$ cat config.mk
export PLATFORM = sky130hd
export DESIGN_NAME = pcor_regs
export DESIGN_NICKNAME = d
export VERILOG_FILES = /design/src/pcor_pkg.sv /design/src/pcor_hold_gen.sv /design/src/pcor_regs.sv
export SDC_FILE = /design/constraint.sdc
export NUM_CORES = 1
export LEC_CHECK = 0
export BUFFER_PORTS_ARGS = -buffer_cell sky130_fd_sc_hd__buf_4
export CORE_UTILIZATION = 58
export CTS_CLUSTER_SIZE = 20
export DETAILED_ROUTE_END_ITERATION = 12
export PLACE_DENSITY = 0.91
export SLEW_MARGIN = 20
export SYNTH_ARGS = -nofsm -noshare
export SYNTH_HDL_FRONTEND = slang
export SYNTH_SLANG_ARGS = --single-unit
$ cat constraint.sdc
create_clock -name clk_sys -period 3.88 [get_ports clk_sys]
set_clock_uncertainty 0.1 [all_clocks]
set_input_delay 0.194 -clock clk_sys [delete_from_list [all_inputs] [get_ports clk_sys]]
set_output_delay 0.194 -clock clk_sys [all_outputs]
set_load 0.03 [all_outputs]
$ cat src/pcor_pkg.sv
// Purpose: shared constants, types and helpers of the pll, clamp and offset register bank
// Assumes: avalon-mm word per register, byte address = 4 * register index
// Notes: register state is kept masked so that unused bits read back as zero
package pcor_pkg;

    // register indices; the byte address is four times the index
    localparam logic [5:0] IDX_RED_OFS_LO = 6'h19;
    localparam logic [5:0] IDX_GRN_OFS_HI = 6'h1a;
    localparam logic [5:0] IDX_GRN_OFS_LO = 6'h1b;
    localparam logic [5:0] IDX_BLU_OFS_HI = 6'h1c;
    localparam logic [5:0] IDX_BLU_OFS_LO = 6'h1d;
    localparam logic [5:0] IDX_LEN_HI = 6'h1e;
    localparam logic [5:0] IDX_LEN_LO = 6'h1f;
    localparam logic [5:0] IDX_PHASE = 6'h20;
    localparam logic [5:0] IDX_HOLD_PRE = 6'h21;
    localparam logic [5:0] IDX_HOLD_POST = 6'h22;
    localparam logic [5:0] IDX_SRC_CTRL = 6'h23;
    localparam logic [5:0] IDX_CLAMP_HI = 6'h24;
    localparam logic [5:0] IDX_CLAMP_LO = 6'h25;
    localparam logic [5:0] IDX_CLAMP_WIDTH = 6'h26;
    localparam logic [5:0] IDX_FRONT_CTRL = 6'h30;
    localparam logic [5:0] IDX_STATUS = 6'h31;

    // reset values
    localparam logic [7:0] RST_OFS_HI = 8'h80;
    localparam logic [7:0] RST_OFS_LO = 8'h00;
    localparam logic [7:0] RST_LEN_HI = 8'h06;
    localparam logic [7:0] RST_LEN_LO = 8'h98;
    localparam logic [7:0] RST_PHASE = 8'h00;
    localparam logic [7:0] RST_HOLD_LINES = 8'h04;
    localparam logic [7:0] RST_SRC_CTRL = 8'h00;
    localparam logic [7:0] RST_CLAMP_HI = 8'h00;
    localparam logic [7:0] RST_CLAMP_LO = 8'h02;
    localparam logic [7:0] RST_CLAMP_WIDTH = 8'h10;
    localparam logic [7:0] RST_FRONT_CTRL = 8'h01;

    // writable bit masks
    localparam logic [7:0] MASK_LSB_PAIR = 8'hc0;
    localparam logic [7:0] MASK_SIX = 8'h3f;
    localparam logic [7:0] MASK_SRC_CTRL = 8'h1f;
    localparam logic [7:0] MASK_FRONT_CTRL = 8'h03;

    // field positions
    localparam int SRC_LOCK_EDGE = 0;
    localparam int SRC_CLOCK_INVERT_PIN_EN = 1;
    localparam int SRC_HOLD_EXT = 2;
    localparam int SRC_HOLD_POL = 3;
    localparam int SRC_EXT_CLK = 4;
    localparam int FRONT_BLACK_CORR = 0;
    localparam int FRONT_DC_COUPLED = 1;

    // offset word mid code, one phase step in thousandths of a degree (64 steps per period)
    localparam logic [9:0] OFS_MID = 10'h200;
    localparam int PHASE_STEP_MDEG = 5625;
    localparam logic [13:0] PIX_CNT_MAX = 14'h3fff;

    typedef struct packed {
        logic [7:0] red_ofs_lo;
        logic [7:0] grn_ofs_hi;
        logic [7:0] grn_ofs_lo;
        logic [7:0] blu_ofs_hi;
        logic [7:0] blu_ofs_lo;
        logic [7:0] len_hi;
        logic [7:0] len_lo;
        logic [7:0] phase;
        logic [7:0] hold_pre;
        logic [7:0] hold_post;
        logic [7:0] src_ctrl;
        logic [7:0] clamp_hi;
        logic [7:0] clamp_lo;
        logic [7:0] clamp_width;
        logic [7:0] front_ctrl;
    } pcor_regs_t;

    typedef struct packed {
        logic [11:0] line_cnt;
        logic [11:0] frame_lines;
        logic [7:0] post_left;
        logic vs_d;
        logic hold;
    } pcor_hold_state_t;

    // 10-bit word from a high byte and the two lsbs in bits 7:6 of the low byte
    function automatic logic [9:0] pcor_ofs_word(input logic [7:0] hi, input logic [7:0] lo);
        return {hi, lo[7:6]};
    endfunction

    // signed digital offset: mid code means zero
    function automatic logic [9:0] pcor_ofs_signed(input logic [9:0] w);
        return {~w[9], w[8:0]};
    endfunction

    function automatic pcor_regs_t pcor_regs_reset();
        pcor_regs_t r;
        r.red_ofs_lo = RST_OFS_LO;
        r.grn_ofs_hi = RST_OFS_HI;
        r.grn_ofs_lo = RST_OFS_LO;
        r.blu_ofs_hi = RST_OFS_HI;
        r.blu_ofs_lo = RST_OFS_LO;
        r.len_hi = RST_LEN_HI;
        r.len_lo = RST_LEN_LO;
        r.phase = RST_PHASE;
        r.hold_pre = RST_HOLD_LINES;
        r.hold_post = RST_HOLD_LINES;
        r.src_ctrl = RST_SRC_CTRL;
        r.clamp_hi = RST_CLAMP_HI;
        r.clamp_lo = RST_CLAMP_LO;
        r.clamp_width = RST_CLAMP_WIDTH;
        r.front_ctrl = RST_FRONT_CTRL;
        return r;
    endfunction

endpackage

$ cat src/pcor_hold_gen.sv
// Purpose: internal pll hold window around vertical sync
// Assumes: line_tick is one pulse per line, vsync is already synchronised
// Notes: the line count of the previous frame predicts where the next vsync starts
`timescale 1ns/1ps
module pcor_hold_gen
    import pcor_pkg::*;
(
    // clock and reset
    input wire logic clk_sys,
    input wire logic resetn,
    // timing
    input wire logic line_tick,
    input wire logic vsync,
    // settings
    input wire logic [7:0] hold_pre,
    input wire logic [7:0] hold_post,
    // result
    output logic hold
);

    pcor_hold_state_t st;
    pcor_hold_state_t next_st;
    logic [12:0] lines_ahead;

    assign lines_ahead = {1'b0, st.line_cnt} + {5'h00, hold_pre};

    always_comb begin
        next_st = st;
        next_st.vs_d = vsync;
        if (vsync && !st.vs_d) begin
            next_st.frame_lines = st.line_cnt;
            next_st.line_cnt = 12'h000;
        end else if (line_tick && st.line_cnt != 12'hfff) begin
            next_st.line_cnt = st.line_cnt + 12'h001;
        end
        // post window restarts on vsync end, then counts down per line
        if (!vsync && st.vs_d) begin
            next_st.post_left = hold_post;
        end else if (line_tick && st.post_left != 8'h00) begin
            next_st.post_left = st.post_left - 8'h01;
        end
        // unknown frame length: no prediction, so no early hold
        next_st.hold = vsync || (st.post_left != 8'h00) ||
            (st.frame_lines != 12'h000 && lines_ahead >= {1'b0, st.frame_lines});
    end

    always_ff @(posedge clk_sys or negedge resetn) begin
        if (!resetn) begin
            st <= '0;
        end else begin
            st <= next_st;
        end
    end

    assign hold = st.hold;
endmodule

$ cat src/pcor_regs.sv
// Purpose: pll, clamp and offset control register bank with its timing logic
// Assumes: pins are asynchronous, pix_tick is a one-cycle pixel enable on clk_sys
// Notes: one wait state on every avalon access
//
// The implementer's own choice: register access over Avalon-MM.
`timescale 1ns/1ps
module pcor_regs
    import pcor_pkg::*;
(
    // clock and reset
    input wire logic clk_sys,
    input wire logic resetn,
    // avalon-mm slave
    input wire logic [7:0] avs_address,
    input wire logic avs_read,
    input wire logic avs_write,
    input wire logic [31:0] avs_writedata,
    input wire logic [3:0] avs_byteenable,
    output logic [31:0] avs_readdata,
    output logic avs_waitrequest,
    // asynchronous pins
    input wire logic hsync_pin,
    input wire logic vsync_pin,
    input wire logic ext_hold_pin,
    input wire logic clock_invert_pin,
    // pixel rate enable
    input wire logic pix_tick,
    // pll controls
    output logic [13:0] pll_line_length,
    output logic pll_line_length_load,
    output logic [5:0] sample_phase_steps,
    output logic pll_hold,
    output logic pll_lock_pulse,
    output logic clock_invert_out,
    output logic use_external_pixel_clock,
    // clamp and black sampling
    output logic clamp_on,
    output logic black_sample_start,
    // offsets
    output logic [1:0] red_offset_lsbs,
    output logic [9:0] green_offset_dac,
    output logic [9:0] blue_offset_dac,
    output logic [9:0] green_digital_offset,
    output logic [9:0] blue_digital_offset
);

    typedef struct packed {
        pcor_regs_t r;
        logic [1:0] hs_sy;
        logic [1:0] vs_sy;
        logic [1:0] eh_sy;
        logic [1:0] ci_sy;
        logic hs_d;
        logic waitreq;
        logic [31:0] rdata;
        logic [13:0] line_len;
        logic line_len_load;
        logic [13:0] pix_cnt;
        logic pix_run;
        logic [7:0] clamp_left;
        logic clamp_on;
        logic black_start;
        logic lock_pulse;
        logic clock_invert_pin_out;
        logic ext_clk_sel;
        logic hold;
        logic [9:0] grn_dac;
        logic [9:0] blu_dac;
        logic [9:0] grn_dig;
        logic [9:0] blu_dig;
        logic [1:0] red_lsbs;
        logic [5:0] phase_steps;
    } pcor_state_t;

    function automatic pcor_state_t pcor_state_reset();
        pcor_state_t s;
        s = '0;
        s.r = pcor_regs_reset();
        s.waitreq = 1'b1;
        s.line_len = {RST_LEN_HI[5:0], RST_LEN_LO};
        s.grn_dac = OFS_MID;
        s.blu_dac = OFS_MID;
        return s;
    endfunction

    localparam pcor_state_t ST_RESET = pcor_state_reset();

    pcor_state_t st;
    pcor_state_t next_st;
    logic hs_rise;
    logic hs_fall;
    logic [5:0] idx;
    logic req;
    logic wr_done;
    logic [7:0] wbyte;
    logic [13:0] clamp_start;
    logic start_hit;
    logic black_corr;
    logic dc_coupled;
    logic int_hold;
    logic [9:0] grn_word;
    logic [9:0] blu_word;
    logic [7:0] rd_byte;

    assign hs_rise = st.hs_sy[1] && !st.hs_d;
    assign hs_fall = !st.hs_sy[1] && st.hs_d;
    assign idx = avs_address[7:2];
    assign req = avs_read || avs_write;
    assign wr_done = avs_write && !st.waitreq && avs_byteenable[0];
    assign wbyte = avs_writedata[7:0];
    assign clamp_start = {st.r.clamp_hi[5:0], st.r.clamp_lo};
    assign start_hit = st.pix_run && pix_tick && st.pix_cnt == clamp_start;
    assign black_corr = st.r.front_ctrl[FRONT_BLACK_CORR];
    assign dc_coupled = st.r.front_ctrl[FRONT_DC_COUPLED];
    assign grn_word = pcor_ofs_word(st.r.grn_ofs_hi, st.r.grn_ofs_lo);
    assign blu_word = pcor_ofs_word(st.r.blu_ofs_hi, st.r.blu_ofs_lo);

    // internal hold runs on the raw trailing edge so lock edge choice cannot move it
    pcor_hold_gen u_hold (
        .clk_sys(clk_sys),
        .resetn(resetn),
        .line_tick(hs_fall),
        .vsync(st.vs_sy[1]),
        .hold_pre(st.r.hold_pre),
        .hold_post(st.r.hold_post),
        .hold(int_hold)
    );

    // read mux; stored registers are already masked
    always_comb begin
        case (idx)
            IDX_RED_OFS_LO: rd_byte = st.r.red_ofs_lo;
            IDX_GRN_OFS_HI: rd_byte = st.r.grn_ofs_hi;
            IDX_GRN_OFS_LO: rd_byte = st.r.grn_ofs_lo;
            IDX_BLU_OFS_HI: rd_byte = st.r.blu_ofs_hi;
            IDX_BLU_OFS_LO: rd_byte = st.r.blu_ofs_lo;
            IDX_LEN_HI: rd_byte = st.r.len_hi;
            IDX_LEN_LO: rd_byte = st.r.len_lo;
            IDX_PHASE: rd_byte = st.r.phase;
            IDX_HOLD_PRE: rd_byte = st.r.hold_pre;
            IDX_HOLD_POST: rd_byte = st.r.hold_post;
            IDX_SRC_CTRL: rd_byte = st.r.src_ctrl;
            IDX_CLAMP_HI: rd_byte = st.r.clamp_hi;
            IDX_CLAMP_LO: rd_byte = st.r.clamp_lo;
            IDX_CLAMP_WIDTH: rd_byte = st.r.clamp_width;
            IDX_FRONT_CTRL: rd_byte = st.r.front_ctrl;
            IDX_STATUS: rd_byte = {4'h0, st.pix_run, st.ext_clk_sel, st.clamp_on, st.hold};
            default: rd_byte = 8'h00;
        endcase
    end

    always_comb begin
        next_st = st;
        // two-flop synchronisers
        next_st.hs_sy = {st.hs_sy[0], hsync_pin};
        next_st.vs_sy = {st.vs_sy[0], vsync_pin};
        next_st.eh_sy = {st.eh_sy[0], ext_hold_pin};
        next_st.ci_sy = {st.ci_sy[0], clock_invert_pin};
        next_st.hs_d = st.hs_sy[1];

        // one wait state: waitrequest drops the cycle after a request is seen
        next_st.waitreq = !(req && st.waitreq);
        if (avs_read && st.waitreq) begin
            next_st.rdata = {24'h00_0000, rd_byte};
        end

        next_st.line_len_load = 1'b0;
        if (wr_done) begin
            case (idx)
                IDX_RED_OFS_LO: next_st.r.red_ofs_lo = wbyte & MASK_LSB_PAIR;
                IDX_GRN_OFS_HI: next_st.r.grn_ofs_hi = wbyte;
                IDX_GRN_OFS_LO: next_st.r.grn_ofs_lo = wbyte & MASK_LSB_PAIR;
                IDX_BLU_OFS_HI: next_st.r.blu_ofs_hi = wbyte;
                IDX_BLU_OFS_LO: next_st.r.blu_ofs_lo = wbyte & MASK_LSB_PAIR;
                IDX_LEN_HI: next_st.r.len_hi = wbyte & MASK_SIX;
                IDX_LEN_LO: begin
                    // high byte alone never reaches the pll
                    next_st.r.len_lo = wbyte;
                    next_st.line_len = {st.r.len_hi[5:0], wbyte};
                    next_st.line_len_load = 1'b1;
                end
                IDX_PHASE: next_st.r.phase = wbyte & MASK_SIX;
                IDX_HOLD_PRE: next_st.r.hold_pre = wbyte;
                IDX_HOLD_POST: next_st.r.hold_post = wbyte;
                IDX_SRC_CTRL: next_st.r.src_ctrl = wbyte & MASK_SRC_CTRL;
                IDX_CLAMP_HI: next_st.r.clamp_hi = wbyte & MASK_SIX;
                IDX_CLAMP_LO: next_st.r.clamp_lo = wbyte;
                IDX_CLAMP_WIDTH: next_st.r.clamp_width = wbyte;
                IDX_FRONT_CTRL: next_st.r.front_ctrl = wbyte & MASK_FRONT_CTRL;
                default: ;
            endcase
        end

        // pll source and edge controls
        next_st.lock_pulse = st.r.src_ctrl[SRC_LOCK_EDGE] ? hs_rise : hs_fall;
        next_st.clock_invert_pin_out = st.r.src_ctrl[SRC_CLOCK_INVERT_PIN_EN] && st.ci_sy[1];
        if (st.r.src_ctrl[SRC_HOLD_EXT]) begin
            next_st.hold = st.eh_sy[1] ^ st.r.src_ctrl[SRC_HOLD_POL];
        end else begin
            next_st.hold = int_hold;
        end
        next_st.ext_clk_sel = st.r.src_ctrl[SRC_EXT_CLK];
        // each step is 1/64 of a pixel period, the pll does the actual delay
        next_st.phase_steps = st.r.phase[5:0];

        // pixel counter from the raw hsync trailing edge
        next_st.black_start = start_hit;
        if (hs_fall) begin
            next_st.pix_cnt = 14'h0000;
            next_st.pix_run = 1'b1;
        end else if (start_hit) begin
            next_st.pix_run = 1'b0;
        end else if (st.pix_run && pix_tick && st.pix_cnt != PIX_CNT_MAX) begin
            next_st.pix_cnt = st.pix_cnt + 14'h0001;
        end

        // restore clamp, counted in pixel ticks
        if (dc_coupled) begin
            next_st.clamp_on = 1'b0;
            next_st.clamp_left = 8'h00;
        end else if (start_hit && st.r.clamp_width != 8'h00) begin
            next_st.clamp_on = 1'b1;
            next_st.clamp_left = st.r.clamp_width;
        end else if (st.clamp_on && pix_tick) begin
            next_st.clamp_left = st.clamp_left - 8'h01;
            next_st.clamp_on = st.clamp_left != 8'h01;
        end

        // offsets: dac word with correction off, signed digital offset with it on
        next_st.red_lsbs = st.r.red_ofs_lo[7:6];
        if (black_corr) begin
            next_st.grn_dac = OFS_MID;
            next_st.blu_dac = OFS_MID;
            next_st.grn_dig = pcor_ofs_signed(grn_word);
            next_st.blu_dig = pcor_ofs_signed(blu_word);
        end else begin
            next_st.grn_dac = grn_word;
            next_st.blu_dac = blu_word;
            next_st.grn_dig = 10'h000;
            next_st.blu_dig = 10'h000;
        end
    end

    always_ff @(posedge clk_sys or negedge resetn) begin
        if (!resetn) begin
            st <= ST_RESET;
        end else begin
            st <= next_st;
        end
    end

    assign avs_readdata = st.rdata;
    assign avs_waitrequest = st.waitreq;
    assign pll_line_length = st.line_len;
    assign pll_line_length_load = st.line_len_load;
    assign sample_phase_steps = st.phase_steps;
    assign pll_hold = st.hold;
    assign pll_lock_pulse = st.lock_pulse;
    assign clock_invert_out = st.clock_invert_pin_out;
    assign use_external_pixel_clock = st.ext_clk_sel;
    assign clamp_on = st.clamp_on;
    assign black_sample_start = st.black_start;
    assign red_offset_lsbs = st.red_lsbs;
    assign green_offset_dac = st.grn_dac;
    assign blue_offset_dac = st.blu_dac;
    assign green_digital_offset = st.grn_dig;
    assign blue_digital_offset = st.blu_dig;
endmodule

======== Word level (Yosys, flattened, before mapping) ========
Cells that the tools add are included.
storage, ports and cells
  bits in registers ....................... 231
  input bits .............................. 53
  logic and storage cells ................. 141
  output and inout bits ................... 102
operators by class
  mux-type cells .......................... 17
  reduce and logical (&&, ||, !) cells .... 50
  equality and inequality tests ........... 21
  order comparisons ....................... 1
  bitwise gates (word level) .............. 3
  $add $sub $neg .......................... 5
operators with widths
  operator                                                number
  case mux 8 bit (16 select lines)                        1
  == test 6 bit (second input constant)                   9
  == test 6 x 5 -> 1 bit (second input constant)          7
  2-to-1 mux 40 bit                                       1
  AND reduction 2 bit                                     16
  2-to-1 mux 14 bit                                       2
  2-to-1 mux 9 bit                                        3
  2-to-1 mux 12 bit                                       2
  logical AND 1 bit                                       17
  2-to-1 mux 8 bit                                        2
  nonzero test 8 bit                                      2
  subtractor 8 x 1 -> 8 bit (second input constant)       2
  2-to-1 mux 15 bit                                       1
  adder 14 x 1 -> 14 bit (second input constant)          1
  == test 14 bit                                          1
  inequality test 14 bit (second input constant)          1
  adder 12 x 8 -> 13 bit                                  1
  greater-or-equal comparator 13 x 12 -> 1 bit            1
  adder 12 x 1 -> 12 bit (second input constant)          1
  inequality test 12 bit (second input constant)          1
  nonzero test 12 bit                                     1
  inequality test 8 x 1 -> 1 bit (second input constant)  1
  nonzero test 2 bit                                      4
  zero test 1 bit                                         6
  6 further kinds                                         13

======== Logic depth before layout (Yosys ltp) ========
Gate-level depths: netlist of run 1.
  word-level depth ........................ 5
  gate-level depth with buffers ........... 14

======== Cells and area by module ========
From an unflattened synthesis of run 1, not the netlist that was laid out.
second synthesis, totals
  cell total of the unflattened synthesis .. 1,011
  area total of the unflattened synthesis .. 11,319.6 sq um
by module, submodules not included
  module         area each (sq um)  instances  seq. area each (sq um)  cells each
  pcor_regs      9,039.9            1          4,750.8                 753
  pcor_hold_gen  2,279.7            1          850.8                   258

======== Worst setup path before layout of run 1 ========
OpenSTA, ideal clock, no wires.
  path type ............................... reg-to-reg
  from .................................... register u_hold.st[22] (netlist name)
  to ...................................... register u_hold.st, in the netlist u_hold.hold
  buffers on the path ..................... 0
  path slack .............................. 1,053 ps
  arrival ................................. 2,592 ps
  required time ........................... 3,646 ps
  stages on the path, launching flop included .. 15
  clock period less this slack ............ 2,827 ps
  path through ............................ dfrtp_1 ha_1 inv_1 fa_1 nor2b_1 o2111ai_1 a31oi_1 nand3_1 xnor2_1 ha_1 a21o_1 a21oi_1 o21ai_0 a21oi_1 o21ai_0
RTL lines
  element                 RTL line             source
  start, declared         pcor_hold_gen.sv:21  pcor_hold_state_t st;
  start signal, assigned  pcor_hold_gen.sv:51  st <= next_st;

==> results of run 1 <==
==> cell type report <==
class                           instances  area (um^2)  share of cell area (%)
Clock inverter                          9          133                    1.07
Antenna cell                            1         2.50                  0.0202
Multi-Input combinational cell        639         4610                    37.2
Tap cell                              234          293                    2.36
Inverter                               23         86.3                   0.696
Timing Repair Buffer                  127         1000                    8.08
Sequential cell                       223         5600                    45.2
Clock buffer                           32          669                    5.40
==> layer usage <==
metal  global-route usage, %  vias to the layer above
met4                    14.2                        0
met1                    33.9                     3860
met3                    5.71                       93
met2                    45.9                      380
li1                        -                     3493
met5                       0                        -
==> per-stage QoR <==
stage | util (%) | power [mW] | instance area, um^2
3_3_place_gp | 60.9 | 3.75 | 11400
2_1_floorplan | - | 3.52 | 11200
6_report | 66.0 | 6.17 | 12400
4_1_cts | 66.0 | 6.16 | 12400
3_5_place_dp | 60.9 | 3.81 | 11400
5_1_grt | 66.0 | 6.41 | 12400
==> cells in the final DEF, fill, tap and decap left out, drive strengths merged, types with 7 or more instances in the layout <==
cell and instances:
a22o 8, nand2 60, dfstp 17, nor2b 27
mux2 93, a31oi 12, nor3 18, o31ai 10
dlygate4sd3 16, nand3 17, a21oi 30, conb 24
inv 24, mux2i 12, ha 26, dfrtp 206
and3 8, a22oi 7, clkbuf 32, or4 12
buf 111, nand3b 10, xor2 13, nand4 13
nor4 10, xnor2 35, and2 25, o21ai 40
a221oi 9, nor2 55
==> worst reg2reg max path, stage by stage, from the launching register on <==
cell and delay (ns):
dfrtp_1 0.45, ha_1 0.23, inv_1 0.06, fa_1 0.41
nor2b_1 0.17, o2111ai_1 0.16, a31oi_1 0.32, nand3_1 0.14
xnor2_1 0.15, ha_1 0.29, a21o_1 0.16, a21oi_1 0.13
o21ai_0 0.09, a21oi_1 0.12, o21ai_0 0.09
==> worst min path at each step <==
stage                                start              end  slack, ns  cells after the start
after detailed placement  clock_invert_pin     next_st[127]       0.20                      1
after global routing        avs_address[4]      blu_word[1]       0.06                      3
final                       avs_address[4]      blu_word[1]       0.04                      3
after CTS                   avs_address[4]      blu_word[0]       0.02                      3
after global placement    clock_invert_pin     next_st[127]       0.20                      1
after floorplan                     resetn  avs_readdata[0]      -0.20                      0
==> flip-flops by register name (all words and copies together), names as in the netlist, 2 cells and up <==
| signal | flops |
|---|---|
| blue_digital_offset | 10 |
| red_offset_lsbs | 2 |
| green_digital_offset | 10 |
| u_hold.st | 33 |
| blu_word | 10 |
| pll_line_length | 7 |
| green_offset_dac | 10 |
| grn_word | 10 |
| avs_readdata | 8 |
| next_st | 14 |
| clamp_start | 14 |
| blue_offset_dac | 10 |
| sample_phase_steps | 6 |
| st | 68 |
==> kinds of logic after synthesis <==
kind of cell | count (synthesis) | synth area share, %
compound gates | 154 | 9.37
xor+xnor | 48 | 3.78
mux | 105 | 10.5
fa+ha+maj | 27 | 3.11
simple gates | 281 | 13.8
buf+inv | 159 | 8.95
other cells | 1 | 0.0338
flops | 223 | 50.4
==> where the power goes <==
group	total (mW)	switching, mW	internal, mW
Sequential	2.77	0.233	2.53
Clock	2.32	0.917	1.41
Combinational	1.08	0.653	0.423
==> key figures, run 1 <==
Setup path
  – Crit end category: flip-flop
  – Slowest cell delay on critical path: around 0.45 ns
  – Crit path launch type: flip-flop
  – Crit Path Category: reg -> reg
  – Stages on the worst setup path: 14
  – CP Capture Point: u_hold.hold
  – Flop2flop setup slack: 0.69 ns
  – Buf/Inv on CP: 1
  – Worst Setup SP: u_hold.st[22]
  – Crit-path max FO: 6
  – RR Startpoint: u_hold.st[22]
  – CP arrival: 3.47 ns
  – Reg2Reg Depth: 14
  – Delay-heaviest family, CP: compound AO/OA/AOI/OAI gates
  – CP Cell Sequence: ha_1 > inv_1 > fa_1 > nor2b_1 > o2111ai_1 > a31oi_1 > nand3_1 > xnor2_1 > ha_1 > a21o_1 > a21oi_1 > o21ai_0 > a21oi_1 > o21ai_0
  – CP max-delay cell: dfrtp_1
  – CP required: approximately 4.2 ns
  – Worst R2R End: u_hold.hold

GRT
  – Vias in the first global route: 7732
  – Wire length of the first global-routing pass: approximately 42 mm
  – Total congestion overflow: 0
  – Initial antenna violation count: 1
  – Total track usage: 27.5%
  – Pin count of the biggest net entering global routing: between 100 and 150

Clock tree
  – Hold buffers post-CTS: 16
  – CTS Root Buffer Type: clkbuf_16
  – CTS Buf Count: 23
  – Post-CTS Setup Repair Bufs: 0
  – Worst-path clk slew: 0.06 ns
  – CTS tree: yes
  – Clk buf depth: 3
  – Clock Latency Late Sink: between 0.5 and 0.6 ns
  – CTS sink count: ~220
  – Post-CTS sizing: 0
  – Htree depth: 1

Final layout
  – Layout cell share with drive strength beyond 1: around a quarter
  – Layout area overhead: 11.6%
  – Number of fillers in the final layout: about 1300
  – Post-Layout Cell Count: 1288
  – Final net count: about 1100

Floorplanning
  – Die width: roughly 140 um
  – Die height: 140 um
  – Row Count: 50
  – Io pins: ~160
  – Initial Util: between 50% and 60%
  – Core area: ~19000 um^2
  – Die area: roughly 20000 um^2

Yosys
  – Distinct cells, synth: 71
  – Post-synth top flop: dfrtp_1
  – Sequential cell area fraction in the yosys report: about half
  – Biggest area consumer among synthesized cells: dfrtp_1
  – Post-synth EDFFs: 0
  – FFs w/ async S/R, synth: 100%
  – Yosys warnings: 0
  – Cell Area, Synth: roughly 11000 um^2
  – Top-area cell type share of the netlist area: a little under half
  – Synth Instances: 998
  – Syn Area/Cell: between 10 and 15 um^2
  – Most frequent cell after synthesis: dfrtp_1
  – Top cells by area, synth: dfrtp_1 46%, mux2_2 9.4%, buf_4 6.6%
  – Flops & latches, synth: ~220
  – Synth cell count leaders: 206 x dfrtp_1, 97 x buf_4, 93 x mux2_2, 59 x nand2_1, 54 x nor2_1

Route
  – Residual DRC count: 0
  – Met2 WL: about 13 mm
  – WL met1: around 10 mm
  – Antenna viol nets, final: 0
  – Vias after detailed routing: 7826
  – Final WL: around 26 mm
  – DRT iter0 DRCs: around 900
  – Pre-antenna DRT Iters: 5
  – Top sig layer: met4
  – DR WL/cell: between 20 and 25 um
  – Vias/cell: around 6.1
  – Met3 wire len: around 1.9 mm

STA
  – PnR worst setup slack: 0.688 ns
  – Fin. Hold Viols: 0
  – Max Fclk: around 310 MHz
  – Fin crit share: 82.3%
  – Slew Viols, Final: 0
  – Setup TNS Final: 0 ns
  – Minimum clock period: roughly 3.2 ns
  – Final Setup Violations: 0
  – Worst-Margin Slew: ~1.0 ns
  – Relative slew slack: 32.7%
  – WHS: roughly 0.037 ns
  – Unrepaired setup endpoints after global routing: no

Place
  – Placer Congestion: ~0.9
  – Number of port buffers: 101
  – DPL Wire Length: 17.7 mm
  – Placement Setup Slack: between 0.7 and 0.8 ns
  – Placed cells: approximately 1200

Flow run
  – Number of max-cap violations: 0

Status
  – Outcome: finished, final reports clean

Power and ir drop
  – Leak pwr: a little under 6 nW
  – Worst vdd ir: ~0.30 mV
  – Power density over cell area: about 500 nW/um^2

Min path
  – Min-delay worst type: in -> reg
No activity file was read; power rests on OpenSTA's default activity.
==> inputs of run 2 (changes only) <==
==> constraint.sdc (replaced) <==
create_clock -name clk_sys -period 3.2 [get_ports clk_sys]
set_clock_uncertainty 0.1 [all_clocks]
set_input_delay 0.16 -clock clk_sys [delete_from_list [all_inputs] [get_ports clk_sys]]
set_output_delay 0.16 -clock clk_sys [all_outputs]
set_load 0.03 [all_outputs]
==> key figures, run 2 (same netlist as run 1, synthesis figures left out) <==
Final layout
  – Layout area overhead: 11.5%
  – Biggest regs: st: 68 flops, u_hold.st: 33 flops
  – Top reg by flops: st
  – Layout cell share with drive strength beyond 1: 26.8%
  – Number of fillers in the final layout: 1283
  – Finished Cell Area: ~12000 um^2
  – Commonest non-fill, non-tap cell in the layout: dfrtp_1
  – Most frequent cells in the layout: 205 x dfrtp_1, 109 x buf_4, 93 x mux2_2
  – Final net count: roughly 1100
  – Diode count: 0
  – Max reg flops: between 60 and 70

GRT
  – Vias in the first global route: 7968
  – Total congestion overflow: 0
  – M3 GR Usage: approximately 6.4%
  – Wire length of the first global-routing pass: 42.2 mm
  – Grt met2 use: between 40% and 50%
  – Total track usage: 27.3%
  – Initial antenna violation count: 0
  – Pin count of the biggest net entering global routing: 100
  – Busiest layer in global routing: met2
  – M1 GR Usage: roughly 34%

STA
  – Setup TNS Final: 0 ns
  – Worst-Margin Slew: 1.06 ns
  – Relative slew slack: around 29%
  – Fin. Hold Viols: 0
  – PnR worst setup slack: between 0.15 and 0.2 ns
  – Slew Viols, Final: 0
  – Final Setup Violations: 0
  – Unrepaired setup endpoints after global routing: no
  – Max Fclk: around 330 MHz
  – Minimum clock period: 3.02 ns
  – Fin crit share: between 90% and 100%

Flow run
  – Number of max-cap violations: 0

Floorplanning
  – Initial Util: between 50% and 60%
  – Io pins: 155
  – Die width: 140 um
  – Row Count: 50
  – Die height: between 100 and 150 um
  – Core area: about 19000 um^2
  – Die area: 19700 um^2

Place
  – Placement Setup Slack: between 0.09 and 0.1 ns
  – Placed Area: 11500 um^2
  – Placer Congestion: roughly 0.94
  – Number of port buffers: a little over 100
  – DPL Wire Length: roughly 18 mm

Clock tree
  – CTS Buf Count: 23
  – CTS tree: yes
  – CTS Root Buffer Type: clkbuf_16
  – Htree depth: 1
  – Clk buf depth: 3
  – Clock Latency Late Sink: 0.51 ns
  – Worst-path clk slew: around 0.07 ns
  – CTS sink count: 223

Setup path
  – Crit Path Category: reg -> reg
  – Crit-path max FO: 3
  – Crit path launch type: flip-flop
  – CP arrival: 3.29 ns
  – Crit end category: flip-flop
  – CP required: 3.47 ns

Route
  – DRT iter0 DRCs: around 850
  – Antenna viol nets, final: 0
  – DR WL/cell: just over 20 um
  – Residual DRC count: 0
  – Vias/cell: between 6 and 7
  – Vias after detailed routing: 7978
  – Pre-antenna DRT Iters: 7
  – Final WL: 26.5 mm

Status
  – Outcome: finished, final reports clean

Power and ir drop
  – Leak pwr: approximately 5.8 nW
  – Design Power: ~7.3 mW
  – Worst vdd ir: around 0.33 mV
  – Power density over cell area: 589 nW/um^2

Min path
  – Min-delay worst type: in -> reg
-- run 2: cell count changes in the layout (fill, tap and decap cells not counted), sizes merged --
cell | before | now
bufinv | 3 | 2
buf | 111 | 112
diode | 1 | 0
clkinvlp | 2 | 1
clkbuf | 32 | 29
clkinv | 3 | 8
-- run 2: critical path: stages (launching register included) --
cell and delay (ns):
dfrtp_1 0.41, ha_2 0.23, inv_1 0.06, fa_2 0.36, nor2b_2 0.14, o2111ai_2 0.14
a31oi_2 0.27, nand3_1 0.12, xnor2_1 0.15, ha_1 0.30, a21o_1 0.16, a21oi_1 0.14
o21ai_0 0.10, a21oi_1 0.12, o21ai_0 0.08
-- run 2: final cells by class --
type | count | area [um^2] | share of cell area [%]
clock buffer | 29 | 618 | 4.99
sequential | 223 | 5600 | 45.2
multi-input combinational | 639 | 4630 | 37.4
clock inverter | 12 | 124 | 1.00
inverter | 23 | 86.3 | 0.697
tap | 234 | 293 | 2.36
timing repair buffer | 128 | 1030 | 8.34
-- run 2: path summary, 6_finish.rpt --
kind / from / endpoint / slack [ns] / depth (start not counted)
hold reg to reg: next_st[133] / next_st[125] / 0.25 / 0
max in group asynchronous: resetn / st[202] / 1.98 / 3
min in group asynchronous: resetn / st[68] / 0.19 / 2
hold / removal: avs_address[4] / blu_word[1] / 0.007 / 3
setup reg to reg: st[182] / u_hold.hold / 0.18 / 14
setup / recovery: st[182] / u_hold.hold / 0.18 / 14
-- run 2: routing by layer --
| layer | up-vias | part of all wire (%) |
|---|---|---|
| li1 | 3509 | - |
| met1 | 3913 | 38 |
| met2 | 444 | 47 |
| met3 | 112 | 8.6 |
| met4 | 0 | 5.8 |
| met5 | - | 0 |
-- run 2: power by group --
group / switching, mW / internal [mW] / total, mW
combinational: 0.799 / 0.520 / 1.32
sequential: 0.271 / 3.07 / 3.34
clock: 1.10 / 1.54 / 2.64
total: 2.17 / 5.13 / 7.30
-- run 2: timing repair --
item | 4_1_cts | 5_1_grt
hold endpoints to repair | 182 | 0
endpoints found under the setup margin | 0 | 1
resized for setup | 0 | 7
buffers inserted | 0 | 1
hold buffers | 16 | 0
-- run 2: per-stage QoR --
step,hold slack [ns],utilization (%),cells
after CTS,0.000573,65.8,1287
final,0.00690,66.0,1288
after global placement,0.142,61.0,1230
after global routing,0.0161,66.0,1288
after detailed placement,0.148,61.0,1230
after floorplan,-0.236,-,1021
==> inputs of run 3 (changes only) <==
--- a/config.mk
+++ b/config.mk
@@ -5,6 +5,7 @@
 export SDC_FILE = /design/constraint.sdc
 export NUM_CORES = 1
 export LEC_CHECK = 0
+export ABC_AREA = 1
 export BUFFER_PORTS_ARGS = -buffer_cell sky130_fd_sc_hd__buf_4
 export CORE_UTILIZATION = 58
 export CTS_CLUSTER_SIZE = 20
==> key figures, run 3 <==
Status
  – Outcome: finished, final reports clean

GRT
  – Total congestion overflow: 0
  – Vias in the first global route: 9285
  – Pin count of the biggest net entering global routing: 93
  – Grt met2 use: about half
  – M1 GR Usage: between 30% and 40%
  – M3 GR Usage: under 10%
  – Initial antenna violation count: 0
  – Wire length of the first global-routing pass: roughly 47 mm
  – Total track usage: a little under 30%
  – Busiest layer in global routing: met2

STA
  – Worst-Margin Slew: ~0.71 ns
  – WHS: ~0.023 ns
  – Minimum clock period: 2.85 ns
  – Setup TNS Final: 0 ns
  – Max Fclk: around 350 MHz
  – Final Setup Violations: 0
  – Fin crit share: about 90%
  – Relative slew slack: 52.7%
  – PnR worst setup slack: roughly 0.35 ns
  – Unrepaired setup endpoints after global routing: no
  – Fin. Hold Viols: 0
  – Slew Viols, Final: 0

Final layout
  – Top reg by flops: st
  – Layout area overhead: 10.9%
  – Max reg flops: 68
  – Final net count: 1545
  – Util after Layout: about two thirds
  – Biggest regs: st: 68 flops, u_hold.st: 33 flops
  – Post-Layout Cell Count: between 1500 and 2000
  – Commonest non-fill, non-tap cell in the layout: nand2_1
  – Diode count: 0
  – Most frequent cells in the layout: 419 x nand2_1, 206 x dfrtp_1, 159 x inv_1
  – Layout cell share with drive strength beyond 1: a little over an eighth
  – Finished Cell Area: 12800 um^2

Power and ir drop
  – Sequential group share of total power: a little over two fifths
  – Internal power: a little over 5 mW
  – Design Power: between 7 and 8 mW
  – Comb pwr share: around 20%
  – Clk pwr share: 36.3%
  – Leak pwr: 6.59 nW
  – Worst vdd ir: about 0.41 mV
  – Net switching power: between 2 and 2.5 mW
  – Power density over cell area: 587 nW/um^2
  – Net Sw Frac: approximately 31%

Place
  – Placer Congestion: about 0.94
  – Placed cells: between 1500 and 2000
  – Number of port buffers: between 100 and 150
  – Placed Area: around 12000 um^2
  – DPL Wire Length: between 20 and 25 mm
  – Placement Setup Slack: between 0.2 and 0.25 ns

Setup path
  – Slowest cell delay on critical path: ~0.39 ns
  – CP arrival: 3.15 ns
  – CP max-delay cell: fa_1
  – CP required: between 3 and 4 ns
  – Crit-path max FO: 3
  – CP Cell Sequence: ha_2 > inv_1 > fa_1 > inv_1 > nand3_1 > nand2_2 > a21oi_1 > o21ai_2 > nand3_1 > xor2_1 > ha_1 > a21oi_1 > nor2_1 > nor2_1 > nand4_1 > nand2_1 > nand2_1
  – Crit path launch type: flip-flop
  – Crit Path Category: reg -> reg
  – Crit end category: flip-flop

Yosys
  – Distinct cells, synth: 45
  – Cell Area, Synth: roughly 12000 um^2
  – FFs w/ async S/R, synth: 100%
  – Syn Area/Cell: 8.07 um^2
  – Top cells by area, synth: dfrtp_1 45%, nand2_1 14%, buf_4 6.1%
  – Flops & latches, synth: between 200 and 250
  – Top-area cell type share of the netlist area: ~45%
  – Post-synth top flop: dfrtp_1
  – Yosys warnings: 0
  – Most frequent cell after synthesis: nand2_1
  – Biggest area consumer among synthesized cells: dfrtp_1
  – Synth Instances: 1426
  – Sequential cell area fraction in the yosys report: between 40% and 50%
  – Synth cell count leaders: 420 x nand2_1, 206 x dfrtp_1, 159 x inv_1, 132 x o21ai_0, 112 x nor2_1
  – Post-synth EDFFs: 0

Clock tree
  – CTS tree: yes
  – Worst-path clk slew: approximately 0.070 ns
  – CTS sink count: between 200 and 250
  – Clock Latency Late Sink: ~0.53 ns
  – Clk buf depth: 3
  – CTS Root Buffer Type: clkbuf_16
  – Htree depth: 1
  – CTS Buf Count: 23

Route
  – DR WL/cell: roughly 16 um
  – Vias/cell: 5.51
  – Final WL: about 29 mm
  – DRT iter0 DRCs: between 1000 and 1500
  – Residual DRC count: 0
  – Antenna viol nets, final: 0
  – Vias after detailed routing: 9622
  – Pre-antenna DRT Iters: 5

Min path
  – Min-delay worst type: in -> reg

Floorplanning
  – Die width: approximately 140 um
  – Row Count: 51
  – Initial Util: between 50% and 60%
  – Core area: approximately 19000 um^2
  – Die area: slightly above 20000 um^2
  – Io pins: 155
  – Die height: approximately 140 um

Flow run
  – Number of max-cap violations: 0
==> run 3: critical path: cells and delay by family, from the launching register on <==
kind | cells | cell delay [ns]
flip-flops | 1 | 0.38
AO/OA/AOI/OAI | 3 | 0.39
AND/OR/NAND/NOR | 8 | 0.67
XOR/XNOR | 1 | 0.16
buffers and inverters | 2 | 0.14
adder cells (fa/ha/maj) | 3 | 0.89
==> run 3: what timing repair did <==
action	4_1_cts	5_1_grt
endpoints found under the setup margin	0	1
resized for setup	0	4
hold buffers	7	0
buffers inserted	0	0
endpoints found under the hold margin	92	0
==> run 3: final timing paths <==
| kind | from | endpoint | slack [ns] | cells past startpoint |
|---|---|---|---|---|
| max | st[182] | u_hold.hold | 0.35 | 17 |
| min in group asynchronous | resetn | u_hold.st[3] | 0.17 | 2 |
| max reg2reg | st[182] | u_hold.hold | 0.35 | 17 |
| min | avs_writedata[7] | grn_word[1] | 0.02 | 3 |
| min reg2reg | next_st[129] | st[129] | 0.25 | 0 |
| max in group asynchronous | resetn | green_offset_dac[9] | 1.88 | 3 |
==> run 3: power groups by stage <==
stage / logic [mW] / registers [mW] / clock network [mW]
after global routing: 1.67 / 3.32 / 2.84
after floorplan: 1.10 / 3.29 / 0
after detailed placement: 1.44 / 3.33 / 0
final: 1.48 / 3.30 / 2.72
after CTS: 1.46 / 3.29 / 2.73
after global placement: 1.39 / 3.33 / 0
==> run 3: kinds of logic after synthesis <==
| group | count (synthesis) | synth area share, % |
|---|---|---|
| AO/OA/AOI/OAI | 194 | 9.37 |
| XOR/XNOR | 33 | 2.51 |
| adder cells (fa/ha/maj) | 27 | 3.00 |
| buffers and inverters | 291 | 12.8 |
| flip-flops | 223 | 48.7 |
| other | 1 | 0.0326 |
| AND/OR/NAND/NOR | 657 | 23.6 |
==> run 3: layout make-up <==
cell class                      instances  area, um^2
Fill cell                            1526        6700
Sequential cell                       223        5600
Multi-Input combinational cell        935        4520
Timing Repair Buffer                  115         901
Clock buffer                           34         697
Inverter                              167         627
Tap cell                              265         332
Clock inverter                          8        77.6
==> run 3: per-layer routing <==
| layer | routed length, um | share of wire, % | up-vias |
|---|---|---|---|
| met1 | 11500 | 40 | 4546 |
| met3 | 2250 | 7.8 | 115 |
| met2 | 13600 | 47 | 481 |
| met4 | 1420 | 4.9 | 0 |
| li1 | - | - | 4480 |
| met5 | 0 | 0 | - |
